==> src/hw/scan_pkg.sv <==
// Constants and types shared by the scan sequencer and its result memory.
// Assumes a single 50 MHz system clock and synchronous active-high reset.
package scan_pkg;
   localparam int          NUM_CH       = 8;
   localparam int          CH_W         = 3;
   localparam int          DATA_W       = 16;
   localparam int          CLK_MHZ      = 50;
   // Phase times in microseconds.
   localparam int          SETTLE_US    = 2000;
   localparam int          CONV_US      = 16700;
   localparam int          CONV_HS_US   = 4000;
   localparam int          RECOVER_US   = 1000;
   localparam int          SLOT_MAX_US  = 22000;
   localparam int          ONE_RSP_US   = 100;
   localparam int          ALL_RSP_US   = 130;
   localparam int          SETTLE_CYC   = SETTLE_US * CLK_MHZ;
   localparam int          CONV_CYC     = CONV_US * CLK_MHZ;
   localparam int          CONV_HS_CYC  = CONV_HS_US * CLK_MHZ;
   localparam int          RECOVER_CYC  = RECOVER_US * CLK_MHZ;
   localparam int          SLOT_MAX_CYC = SLOT_MAX_US * CLK_MHZ;
   localparam int          ONE_RSP_CYC  = ONE_RSP_US * CLK_MHZ;
   localparam int          ALL_RSP_CYC  = ALL_RSP_US * CLK_MHZ;
   localparam int          CNT_W        = 24;
   localparam int          REF_PERIOD   = 16;
   localparam logic [DATA_W-1:0] HI_OFF = 16'h7FFF;
   localparam logic [DATA_W-1:0] LO_OFF = 16'h8000;
   localparam logic [CH_W:0] REF_TAG    = 4'h8;

   typedef enum logic [2:0]
   {
      KIND_DISABLED,
      KIND_VOLTAGE,
      KIND_THERMOCOUPLE,
      KIND_GAGE,
      KIND_RTD,
      KIND_RES_LOW,
      KIND_RES_HIGH
   } sensor_kind_t;

   typedef enum logic [1:0]
   {
      EXC_NONE,
      EXC_VOLT10,
      EXC_CURRENT,
      EXC_SERIES5
   } exc_src_t;

   typedef enum logic [1:0]
   {
      CMD_NONE,
      READ_ONE_CHANNEL_CMD,
      READ_EVERY_CHANNEL_CMD,
      DECLARE_SENSOR_KIND_CMD
   } host_cmd_t;

   function automatic logic [CNT_W-1:0] to_cnt(input int cyc);
      to_cnt = CNT_W'(cyc - 1);
   endfunction
endpackage

==> src/hw/result_if.sv <==
// Write and read channel between sequencer and result memory.
// Assumes both ends share i_clk_sys.
`timescale 1ns/1ps
interface result_if;
   import scan_pkg::*;
   logic              wr_en;
   logic [CH_W-1:0]   wr_addr;
   logic [DATA_W-1:0] wr_data;
   logic [CH_W-1:0]   rd_addr;
   logic [DATA_W-1:0] rd_data;
   modport seq (output wr_en, output wr_addr, output wr_data,
                output rd_addr, input rd_data);
   modport mem (input wr_en, input wr_addr, input wr_data,
                input rd_addr, output rd_data);
endinterface

==> src/hw/sensor_scan_sequencer.sv <==
// Channel scan sequencer: slot phases, excitation, processing, alarms,
// result posting and host command answers.
// Assumes converter done and host command inputs are asynchronous pins.
`timescale 1ns/1ps

// Overview of operation
// - Slot start picks next channel and switches sense and excitation mux.
// - Passive sensor channels get excitation turned on before settling.
// - Conversion starts after settling; processing runs after conversion, during recovery.
// - Converted raw value goes to processing tagged with its channel.
// - Processing overlaps the recover phase, slot unaffected.
// - Normalise and scale, then single-pole low-pass filter.
// - Limit violation disables channel alarm and sets global alarm flag.
// - Finished value is written last into dual-port result memory.
// - Host commands are served first, as soon as they pass the two-flop synchroniser.
// - Each slot has setup-settle, digitize and recover phases.
// - Recover phase resets the analog front end.
// - High-speed mode shortens only the digitize phase.
// - Excitation stays on for the whole slot of a passive sensor.
// - Excitation source chosen from sensor kind: 10 V, current, 5 V series.
// - At most one reference measurement per sixteen channel measurements.
// - Disabled channels are skipped and take no slot.
// - Host servicing pauses scanning and lengthens the current slot.
// - Single read answered in 100 us, all-channel read in 130 us.
// - Default-mode slot lasts at most 22 ms.
// - A violated limit returns to its disabled default.
module sensor_scan_sequencer
   import scan_pkg::*;
#(
   parameter int SETTLE_CYCLES  = SETTLE_CYC,
   parameter int CONV_CYCLES    = CONV_CYC,
   parameter int CONV_HS_CYCLES = CONV_HS_CYC,
   parameter int RECOVER_CYCLES = RECOVER_CYC,
   parameter int ONE_RSP_CYCLES = ONE_RSP_CYC,
   parameter int ALL_RSP_CYCLES = ALL_RSP_CYC
)
(
   // Clock and reset
   input  wire logic                     i_clk_sys,
   input  wire logic                     i_rst,
   // Mode
   input  wire logic                     i_high_speed,
   // Converter
   input  wire logic                     i_adc_done,
   input  wire logic [scan_pkg::DATA_W-1:0] i_adc_data,
   // Host command
   input  wire logic                     i_cmd_valid,
   input  wire scan_pkg::host_cmd_t      i_cmd,
   input  wire logic [scan_pkg::CH_W-1:0] i_cmd_ch,
   input  wire scan_pkg::sensor_kind_t   i_cmd_kind,
   input  wire logic [scan_pkg::DATA_W-1:0] i_cmd_hi,
   input  wire logic [scan_pkg::DATA_W-1:0] i_cmd_lo,
   input  wire logic                     i_cmd_arm,
   input  wire logic                     i_alarm_ack,
   // Host answer
   input  wire logic                     i_rsp_ready,
   output logic                          o_rsp_valid,
   output logic [scan_pkg::CH_W-1:0]     o_rsp_ch,
   output logic [scan_pkg::DATA_W-1:0]   o_rsp_data,
   output logic                          o_rsp_last,
   output logic                          o_cmd_busy,
   // Analog front end
   output logic [scan_pkg::CH_W-1:0]     o_sense_mux,
   output logic [scan_pkg::CH_W-1:0]     o_exc_mux,
   output logic                          o_ref_sel,
   output scan_pkg::exc_src_t            o_exc_src,
   output logic                          o_exc_on,
   output logic                          o_adc_start,
   output logic                          o_afe_reset,
   // Status
   output logic                          o_alarm
);
   import scan_pkg::*;

   // ****************************************************************
   // State
   // ****************************************************************
   typedef enum {SETTLE, DIGITIZE, RECOVER, PICK} phase_t;
   typedef enum {CIDLE, CONE, CALL, CWAIT} cmd_st_t;

   typedef struct packed
   {
      logic [1:0]                     adc_done_s;
      logic [1:0]                     cmd_v_s;
      logic [1:0]                     ack_s;
      logic [2:0]                     phase;
      logic [CNT_W-1:0]               cnt;
      logic [CH_W-1:0]                ch;
      logic                           ref_now;
      logic [4:0]                     since_ref;
      logic [NUM_CH-1:0][2:0]         kind;
      logic [NUM_CH-1:0][DATA_W-1:0]  hi_lim;
      logic [NUM_CH-1:0][DATA_W-1:0]  lo_lim;
      logic [NUM_CH-1:0]              armed;
      logic [NUM_CH-1:0][DATA_W-1:0]  filt;
      logic [DATA_W-1:0]              ref_val;
      logic [2:0]                     proc_stage;
      logic [CH_W-1:0]                proc_ch;
      logic [DATA_W-1:0]              proc_val;
      logic                           wr_en;
      logic                           alarm;
      logic [1:0]                     cst;
      logic [CNT_W-1:0]               rsp_cnt;
      logic [CH_W-1:0]                rsp_ch;
      logic                           rsp_all;
      logic                           rsp_valid;
      logic [CH_W-1:0]                rsp_ch_o;
      logic [DATA_W-1:0]              rsp_data;
      logic                           rsp_last;
      logic                           adc_start;
      logic                           exc_on;
      logic [1:0]                     exc_src;
   } seq_t;

   seq_t s_q;
   seq_t s_d;
   result_if rbus ();

   result_ram u_ram
   (
      .i_clk_sys (i_clk_sys),
      .bus       (rbus.mem)
   );

   // Next enabled channel after the given one, wrapping to the lowest.
   function automatic logic [CH_W-1:0] next_ch
      (input logic [CH_W-1:0] cur, input logic [NUM_CH-1:0][2:0] k);
      logic [CH_W-1:0] c;
      logic            found;
      c     = cur;
      found = 1'b0;
      next_ch = cur;
      for (int i = 1; i <= NUM_CH; i++)
      begin
         c = CH_W'(cur + CH_W'(i));
         if (!found && k[c] != 3'(KIND_DISABLED))
         begin
            next_ch = c;
            found   = 1'b1;
         end
      end
   endfunction

   function automatic logic [1:0] exc_for(input logic [2:0] k);
      if (k == 3'(KIND_GAGE))
         exc_for = 2'(EXC_VOLT10);
      else if (k == 3'(KIND_RTD) || k == 3'(KIND_RES_LOW))
         exc_for = 2'(EXC_CURRENT);
      else if (k == 3'(KIND_RES_HIGH))
         exc_for = 2'(EXC_SERIES5);
      else
         exc_for = 2'(EXC_NONE);
   endfunction

   // ****************************************************************
   // Next state
   // ****************************************************************
   logic            paused;
   logic            any_on;
   logic [DATA_W-1:0] norm;
   logic [DATA_W-1:0] scaled;
   logic            hi_v;
   logic            lo_v;

   always_comb
   begin
      s_d = s_q;
      s_d.adc_done_s = {s_q.adc_done_s[0], i_adc_done};
      s_d.cmd_v_s    = {s_q.cmd_v_s[0], i_cmd_valid};
      s_d.ack_s      = {s_q.ack_s[0], i_alarm_ack};
      s_d.adc_start  = 1'b0;
      s_d.wr_en      = 1'b0;
      any_on    = 1'b0;
      for (int i = 0; i < NUM_CH; i++)
      begin
         any_on = any_on | (s_q.kind[i] != 3'(KIND_DISABLED));
      end
      paused = (s_q.cst != 2'(CIDLE)) || s_q.cmd_v_s[1];
      norm   = DATA_W'(s_q.proc_val - s_q.ref_val);
      scaled = norm;
      if (s_q.kind[s_q.proc_ch] == 3'(KIND_GAGE))
      begin
         scaled = {norm[DATA_W-1], norm[DATA_W-1:1]};
      end
      hi_v = $signed(s_q.filt[s_q.proc_ch]) > $signed(s_q.hi_lim[s_q.proc_ch]);
      lo_v = $signed(s_q.filt[s_q.proc_ch]) < $signed(s_q.lo_lim[s_q.proc_ch]);

      // Host commands take priority; scanning freezes while served.
      case (cmd_st_t'(s_q.cst))
         CIDLE:
         begin
            if (s_q.cmd_v_s[1])
            begin
               s_d.rsp_cnt = '0;
               s_d.rsp_ch  = i_cmd_ch;
               if (i_cmd == READ_ONE_CHANNEL_CMD)
                  s_d.cst = 2'(CONE);
               else if (i_cmd == READ_EVERY_CHANNEL_CMD)
               begin
                  s_d.cst    = 2'(CALL);
                  s_d.rsp_ch = '0;
               end
               else
               begin
                  if (i_cmd == DECLARE_SENSOR_KIND_CMD)
                  begin
                     s_d.kind[i_cmd_ch]   = 3'(i_cmd_kind);
                     s_d.hi_lim[i_cmd_ch] = i_cmd_hi;
                     s_d.lo_lim[i_cmd_ch] = i_cmd_lo;
                     s_d.armed[i_cmd_ch]  = i_cmd_arm;
                  end
                  s_d.cst = 2'(CWAIT);
               end
            end
         end
         CONE, CALL:
         begin
            s_d.rsp_cnt = CNT_W'(s_q.rsp_cnt + 1'b1);
            if (!s_q.rsp_valid || i_rsp_ready)
            begin
               s_d.rsp_valid = 1'b0;
               if (s_q.rsp_valid && s_q.rsp_last)
                  s_d.cst = 2'(CWAIT);
               else if (s_q.rsp_cnt >= 24'd2 && !s_q.rsp_valid)
               begin
                  s_d.rsp_valid = 1'b1;
                  s_d.rsp_ch_o  = s_q.rsp_ch;
                  s_d.rsp_data  = rbus.rd_data;
                  s_d.rsp_last  = (s_q.cst == 2'(CONE))
                                  || (s_q.rsp_ch == CH_W'(NUM_CH - 1));
                  s_d.rsp_ch    = CH_W'(s_q.rsp_ch + 1'b1);
                  s_d.rsp_cnt   = '0;
               end
            end
         end
         default:
         begin
            if (!s_q.cmd_v_s[1])
               s_d.cst = 2'(CIDLE);
         end
      endcase

      // Slot phases.
      if (!paused && any_on)
      begin
         s_d.cnt = CNT_W'(s_q.cnt - 1'b1);
         case (phase_t'(s_q.phase))
            PICK:
            begin
               s_d.ref_now = (s_q.since_ref == 5'(REF_PERIOD)) && !s_q.ref_now;
               s_d.since_ref = s_d.ref_now ? 5'd0
                               : 5'(s_q.since_ref + 1'b1);
               if (!s_d.ref_now)
                  s_d.ch = next_ch(s_q.ch, s_q.kind);
               s_d.exc_src = s_d.ref_now ? 2'(EXC_NONE)
                             : exc_for(s_q.kind[s_d.ch]);
               s_d.exc_on  = s_d.exc_src != 2'(EXC_NONE);
               s_d.cnt     = to_cnt(SETTLE_CYCLES);
               s_d.phase   = 3'(SETTLE);
            end
            SETTLE:
            begin
               if (s_q.cnt == '0)
               begin
                  s_d.adc_start = 1'b1;
                  s_d.cnt   = i_high_speed ? to_cnt(CONV_HS_CYCLES)
                              : to_cnt(CONV_CYCLES);
                  s_d.phase = 3'(DIGITIZE);
               end
            end
            DIGITIZE:
            begin
               if (s_q.adc_done_s[1] || s_q.cnt == '0)
               begin
                  if (s_q.ref_now)
                     s_d.ref_val = i_adc_data;
                  else
                  begin
                     s_d.proc_ch    = s_q.ch;
                     s_d.proc_val   = i_adc_data;
                     s_d.proc_stage = 3'd1;
                  end
                  s_d.cnt   = to_cnt(RECOVER_CYCLES);
                  s_d.phase = 3'(RECOVER);
               end
            end
            default:
            begin
               if (s_q.cnt == '0)
               begin
                  s_d.exc_on = 1'b0;
                  s_d.phase  = 3'(PICK);
               end
            end
         endcase
      end

      // Processing runs beside the recover phase.
      case (s_q.proc_stage)
         3'd1:
         begin
            s_d.filt[s_q.proc_ch] = DATA_W'(($signed(s_q.filt[s_q.proc_ch])
               + $signed(scaled)) >>> 1);
            s_d.proc_stage = 3'd2;
         end
         3'd2:
         begin
            if (s_q.armed[s_q.proc_ch] && (hi_v || lo_v))
            begin
               s_d.armed[s_q.proc_ch] = 1'b0;
               s_d.alarm = 1'b1;
               if (hi_v)
                  s_d.hi_lim[s_q.proc_ch] = HI_OFF;
               if (lo_v)
                  s_d.lo_lim[s_q.proc_ch] = LO_OFF;
            end
            s_d.proc_stage = 3'd3;
         end
         3'd3:
         begin
            s_d.wr_en = 1'b1;
            s_d.proc_stage = 3'd0;
         end
         default:
         begin
         end
      endcase

      // A fresh violation wins over the acknowledge.
      if (s_q.ack_s[1] && !(s_q.proc_stage == 3'd2
          && s_q.armed[s_q.proc_ch] && (hi_v || lo_v)))
         s_d.alarm = 1'b0;

      if (i_rst)
      begin
         s_d = '0;
         s_d.phase = 3'(PICK);
         s_d.ch    = CH_W'(NUM_CH - 1);
         for (int i = 0; i < NUM_CH; i++)
         begin
            s_d.hi_lim[i] = HI_OFF;
            s_d.lo_lim[i] = LO_OFF;
         end
      end
   end

   always_ff @(posedge i_clk_sys)
   begin
      s_q <= s_d;
   end

   assign rbus.wr_en   = s_q.wr_en;
   assign rbus.wr_addr = s_q.proc_ch;
   assign rbus.wr_data = s_q.filt[s_q.proc_ch];
   assign rbus.rd_addr = s_q.rsp_ch;

   assign o_rsp_valid = s_q.rsp_valid;
   assign o_rsp_ch    = s_q.rsp_ch_o;
   assign o_rsp_data  = s_q.rsp_data;
   assign o_rsp_last  = s_q.rsp_last;
   assign o_cmd_busy  = s_q.cst != 2'(CIDLE);
   assign o_sense_mux = s_q.ch;
   assign o_exc_mux   = s_q.ch;
   assign o_ref_sel   = s_q.ref_now;
   assign o_exc_src   = exc_src_t'(s_q.exc_src);
   assign o_exc_on    = s_q.exc_on;
   assign o_adc_start = s_q.adc_start;
   assign o_afe_reset = s_q.phase == 3'(RECOVER);
   assign o_alarm     = s_q.alarm;
endmodule

==> src/hw/result_ram.sv <==
// Dual-port store of finished channel values, registered read data.
// Assumes writes and reads on the same clock.
`timescale 1ns/1ps
module result_ram
   import scan_pkg::*;
(
   // Clock
   input  wire logic  i_clk_sys,
   // Ports
   result_if.mem      bus
);
   typedef struct packed
   {
      logic [NUM_CH-1:0][DATA_W-1:0] mem;
      logic [DATA_W-1:0]             rd;
   } ram_t;
   ram_t s_q;
   ram_t s_d;

   always_comb
   begin
      s_d = s_q;
      if (bus.wr_en)
      begin
         s_d.mem[bus.wr_addr] = bus.wr_data;
      end
      s_d.rd = s_q.mem[bus.rd_addr];
   end

   always_ff @(posedge i_clk_sys)
   begin
      s_q <= s_d;
   end

   assign bus.rd_data = s_q.rd;
endmodule

==> config.mk <==
export PLATFORM = sky130hd
export DESIGN_NAME = sensor_scan_sequencer
export DESIGN_NICKNAME = d
export VERILOG_FILES = /design/src/hw/scan_pkg.sv /design/src/hw/result_if.sv /design/src/hw/sensor_scan_sequencer.sv /design/src/hw/result_ram.sv
export SDC_FILE = /design/constraint.sdc
export NUM_CORES = 2
export LEC_CHECK = 0
export ABC_AREA = 1
export BUFFER_PORTS_ARGS = -buffer_cell sky130_fd_sc_hd__buf_2
export CORE_UTILIZATION = 52
export CTS_CLUSTER_SIZE = 10
export DETAILED_ROUTE_END_ITERATION = 7
export PLACE_DENSITY = 0.68
export SYNTH_ARGS = -nofsm -noshare
export SYNTH_HDL_FRONTEND = slang
export SYNTH_SLANG_ARGS = --single-unit
==> constraint.sdc <==
create_clock -name i_clk_sys -period 4.8 [get_ports i_clk_sys]
set_input_delay 0.72 -clock i_clk_sys [delete_from_list [all_inputs] [get_ports i_clk_sys]]
set_output_delay 0.72 -clock i_clk_sys [all_outputs]
set_load 0.05 [all_outputs]
==> run_results.csv <==
group,metric,value,unit
yosys,ys.flop_type,"dfxtp_1",
status,status,"finished clean",
floorplan,dieArea,66000,um2
hold_path,hold_depth,3,
yosys,synth_top_area_share,32.9,%
detailed_routing,drtIter0Drc,3405,
timing,min_period,4.39,ns
setup_path,end_kind,"flop",
yosys,synth.avg_cell_area,7.43,um2
yosys,synth-seq-area-share,43.6,%
timing,clock_skew,0.0172,ns
power_and_ir_drop,power.density,355,nW/um2
global_route,grt_start_max_net_pins,193,
power_and_ir_drop,power,13.2,mW
place,place_hpwl,66300,um
final_layout,multiInputGateArea,15200,um2
hold_path,hp-start,"i_adc_done",
timing,hold_viol_final,0,
detailed_routing,drtAntennaViolNets,0,
final_layout,design_area,37300,um2
final_layout,fillers,6022,
yosys,synthArstFlopShare,0,%
floorplan,design.portCount,99,
setup_path,cpLargestDelayFamily,"compound AO/OA/AOI/OAI gates",
setup_path,path_common_cell,"nand2_1",
timing,worst_slew_pin_slew,1.34,ns
global_route,grt_overflow,0,
detailed_routing,wirelength,103000,um
cts,tritoncts,"yes",
floorplan,core_area,64300,um2
yosys,synth.area.top_cells,"dfxtp_1 33%, edfxtp_1 11%, nand2_1 8.0%",
timing,slew_violations,0,
hold_path,hold_path_class,"input port to flop",
floorplan,rows,93,
yosys,synth_top_area_cell,"dfxtp_1",
power_and_ir_drop,p_leak,16.7,nW
final_layout,nets,4692,
cts,clk_path_buf_depth,3,
yosys,syn_area,33800,um2
detailed_routing,first_pass_iters,6,
setup_path,max_stage_delay,0.32,ns
place,numPortBuffers,98,
yosys,synth-edff-count,120,
timing,fin_crit_sh,91.5,%
setup_path,arrival,4.91,ns
cts,post_cts_buffers,0,
global_route,grt_util_all_layers,30.6,%
yosys,synth_cells,4546,
cts,hold_buffers,0,
cts,ctsResizeCount,0,
yosys,ys_warn_count,0,
place,dp_slack,0.408,ns
detailed_routing,route.detailed.drc,0,
timing,max_freq,0.228,GHz
setup_path,regToRegSetupSlack,0.41,ns
setup_path,reg2reg_from,"s_q[57]",
final_layout,ff_latch_area,14700,um2
detailed_routing,via_per_inst,5.69,
cts,clock_latency,0.64,ns
yosys,yosysUniqueCellTypes,64,
flow_run,drv_cap,0,
floorplan,fp.dieW,257,um
yosys,synthTopCellsByCount,"716 x nand2_1, 676 x inv_1, 580 x nor2_1",
setup_path,path_max_fanout,8,
yosys,synth_seq_cells,676,
global_route,antenna_found_initial,9,
cts,htreeDepth,3,
final_layout,drive_gt1_share,8.05,%
setup_path,critPathKind,"flop to flop",
setup_path,path_buf_inv,5,
timing,setup_violations,0,
timing,rsz0062_at_grt,"false",
floorplan,die_height,257,um
setup_path,regToRegEndpoint,"s_q[124]",
global_route,grt_pass1_vias,28100,
hold_path,min_to,"s_q[551]",
global_route,grt_pass1_wl,160000,um
cts,cts.clk_slew.worst_paths,0.06,ns
cts,root_buffer,"clkbuf_16",
cts,clock_sinks,676,
yosys,synth_most_common_cell,"nand2_1",
timing,tns,0,ns
detailed_routing,avgRoutedWirePerCell,18.9,um
power_and_ir_drop,ir_drop,292,uV
place,placed_area,35000,um2
timing,max-slew-margin-rel,10.4,%
final_layout,area_growth,10.4,%
detailed_routing,via_count,31000,
yosys,syn_nets,4691,
cts,cts_buffers,79,
timing,fin_ws,0.409,ns
setup_path,worstSetupStartpointType,"flop",
setup_path,critPathRequiredTime,5.32,ns
setup_path,reg2reg_depth,30,
place,gp_congestion,0.922,
setup_path,crit_slowest_cell,"ha_1",
floorplan,start_util,52.5,%
==> how the worst max path moves through the flow <==
stage,start,endpoint,cells after the start
3_5_place_dp,rbus.wr_addr[2],s_q[218],23
3_3_place_gp,rbus.wr_addr[1],s_q[106],22
5_1_grt,s_q[57],s_q[124],30
2_1_floorplan,rbus.wr_addr[1],s_q[237],24
6_report,s_q[57],s_q[124],30
4_1_cts,rbus.wr_addr[2],s_q[218],22
==> per-layer routing <==
layer | track usage [%] | part of all wire, %
met2 | 49.2 | 45
met3 | 4.51 | 8.1
met5 | 0 | 0.093
met4 | 10.6 | 3.2
met1 | 42.0 | 43
==> flip-flops by register name, summed over array words and instances (netlist names), 2 cells and up <==
name               cells
o_exc_src              2
o_rsp_data            15
rbus.rd_addr           3
s_q                  505
o_rsp_ch               3
o_exc_mux              3
u_ram.bus.rd_data     15
rbus.wr_addr           3
u_ram.s_q            120
==> worst reg2reg max path, delay by kind of cell, from the launching register on <==
kind,cells,cell delay (ns)
fa+ha+maj,3,0.75
simple gates,11,0.99
xor+xnor,1,0.23
buf+inv,5,0.44
compound gates,10,1.60
flops,1,0.30
==> cells in the final DEF, fill, tap and decap left out, types with 22 or more instances in the layout <==
master,count
nor2_1,572
a221oi_1,54
dfxtp_1,555
o21bai_1,24
buf_4,108
nor3_1,41
inv_1,672
clkbuf_1,28
a21oi_1,283
edfxtp_1,120
clkbuf_16,81
o211ai_1,36
a22oi_1,37
xor2_1,28
ha_1,79
nand3_1,177
a211oi_1,133
nand4_1,42
nand2_1,712
o21ai_0,400
a31oi_1,22
buf_2,97
o22ai_1,91
==> power by group <==
| group | switching, mW | total, mW | internal [mW] |
|---|---|---|---|
| clock | 2.37 | 5.53 | 3.16 |
| sequential | 0.0563 | 5.92 | 5.87 |
| combinational | 1.26 | 1.77 | 0.512 |
==> cell type report <==
class	count	area share (%)
Antenna cell	5	0.0335
Clock buffer	114	5.90
Clock inverter	5	0.218
Inverter	693	6.99
Multi-Input combinational cell	2887	40.7
Sequential cell	676	39.5
Tap cell	855	2.87
Timing Repair Buffer	210	3.73
==> cell families after synthesis <==
group	share of synthesized area (%)
AO/OA/AOI/OAI	20.0
flip-flops	43.6
multiplexers	0.533
XOR/XNOR	1.16
adder cells (fa/ha/maj)	3.04
buffers and inverters	11.6
AND/OR/NAND/NOR	20.1
==> per-stage QoR <==
step                      hold slack [ns]  utilization [%]  instances
final                               0.293             58.0       5445
after global routing                0.281             58.0       5445
after CTS                           0.274             57.9       5440
after detailed placement            0.397             54.4       5321
after global placement              0.390             54.4       5321
after floorplan                     0.388                -       4546
(Power assumes the default switching activity.)
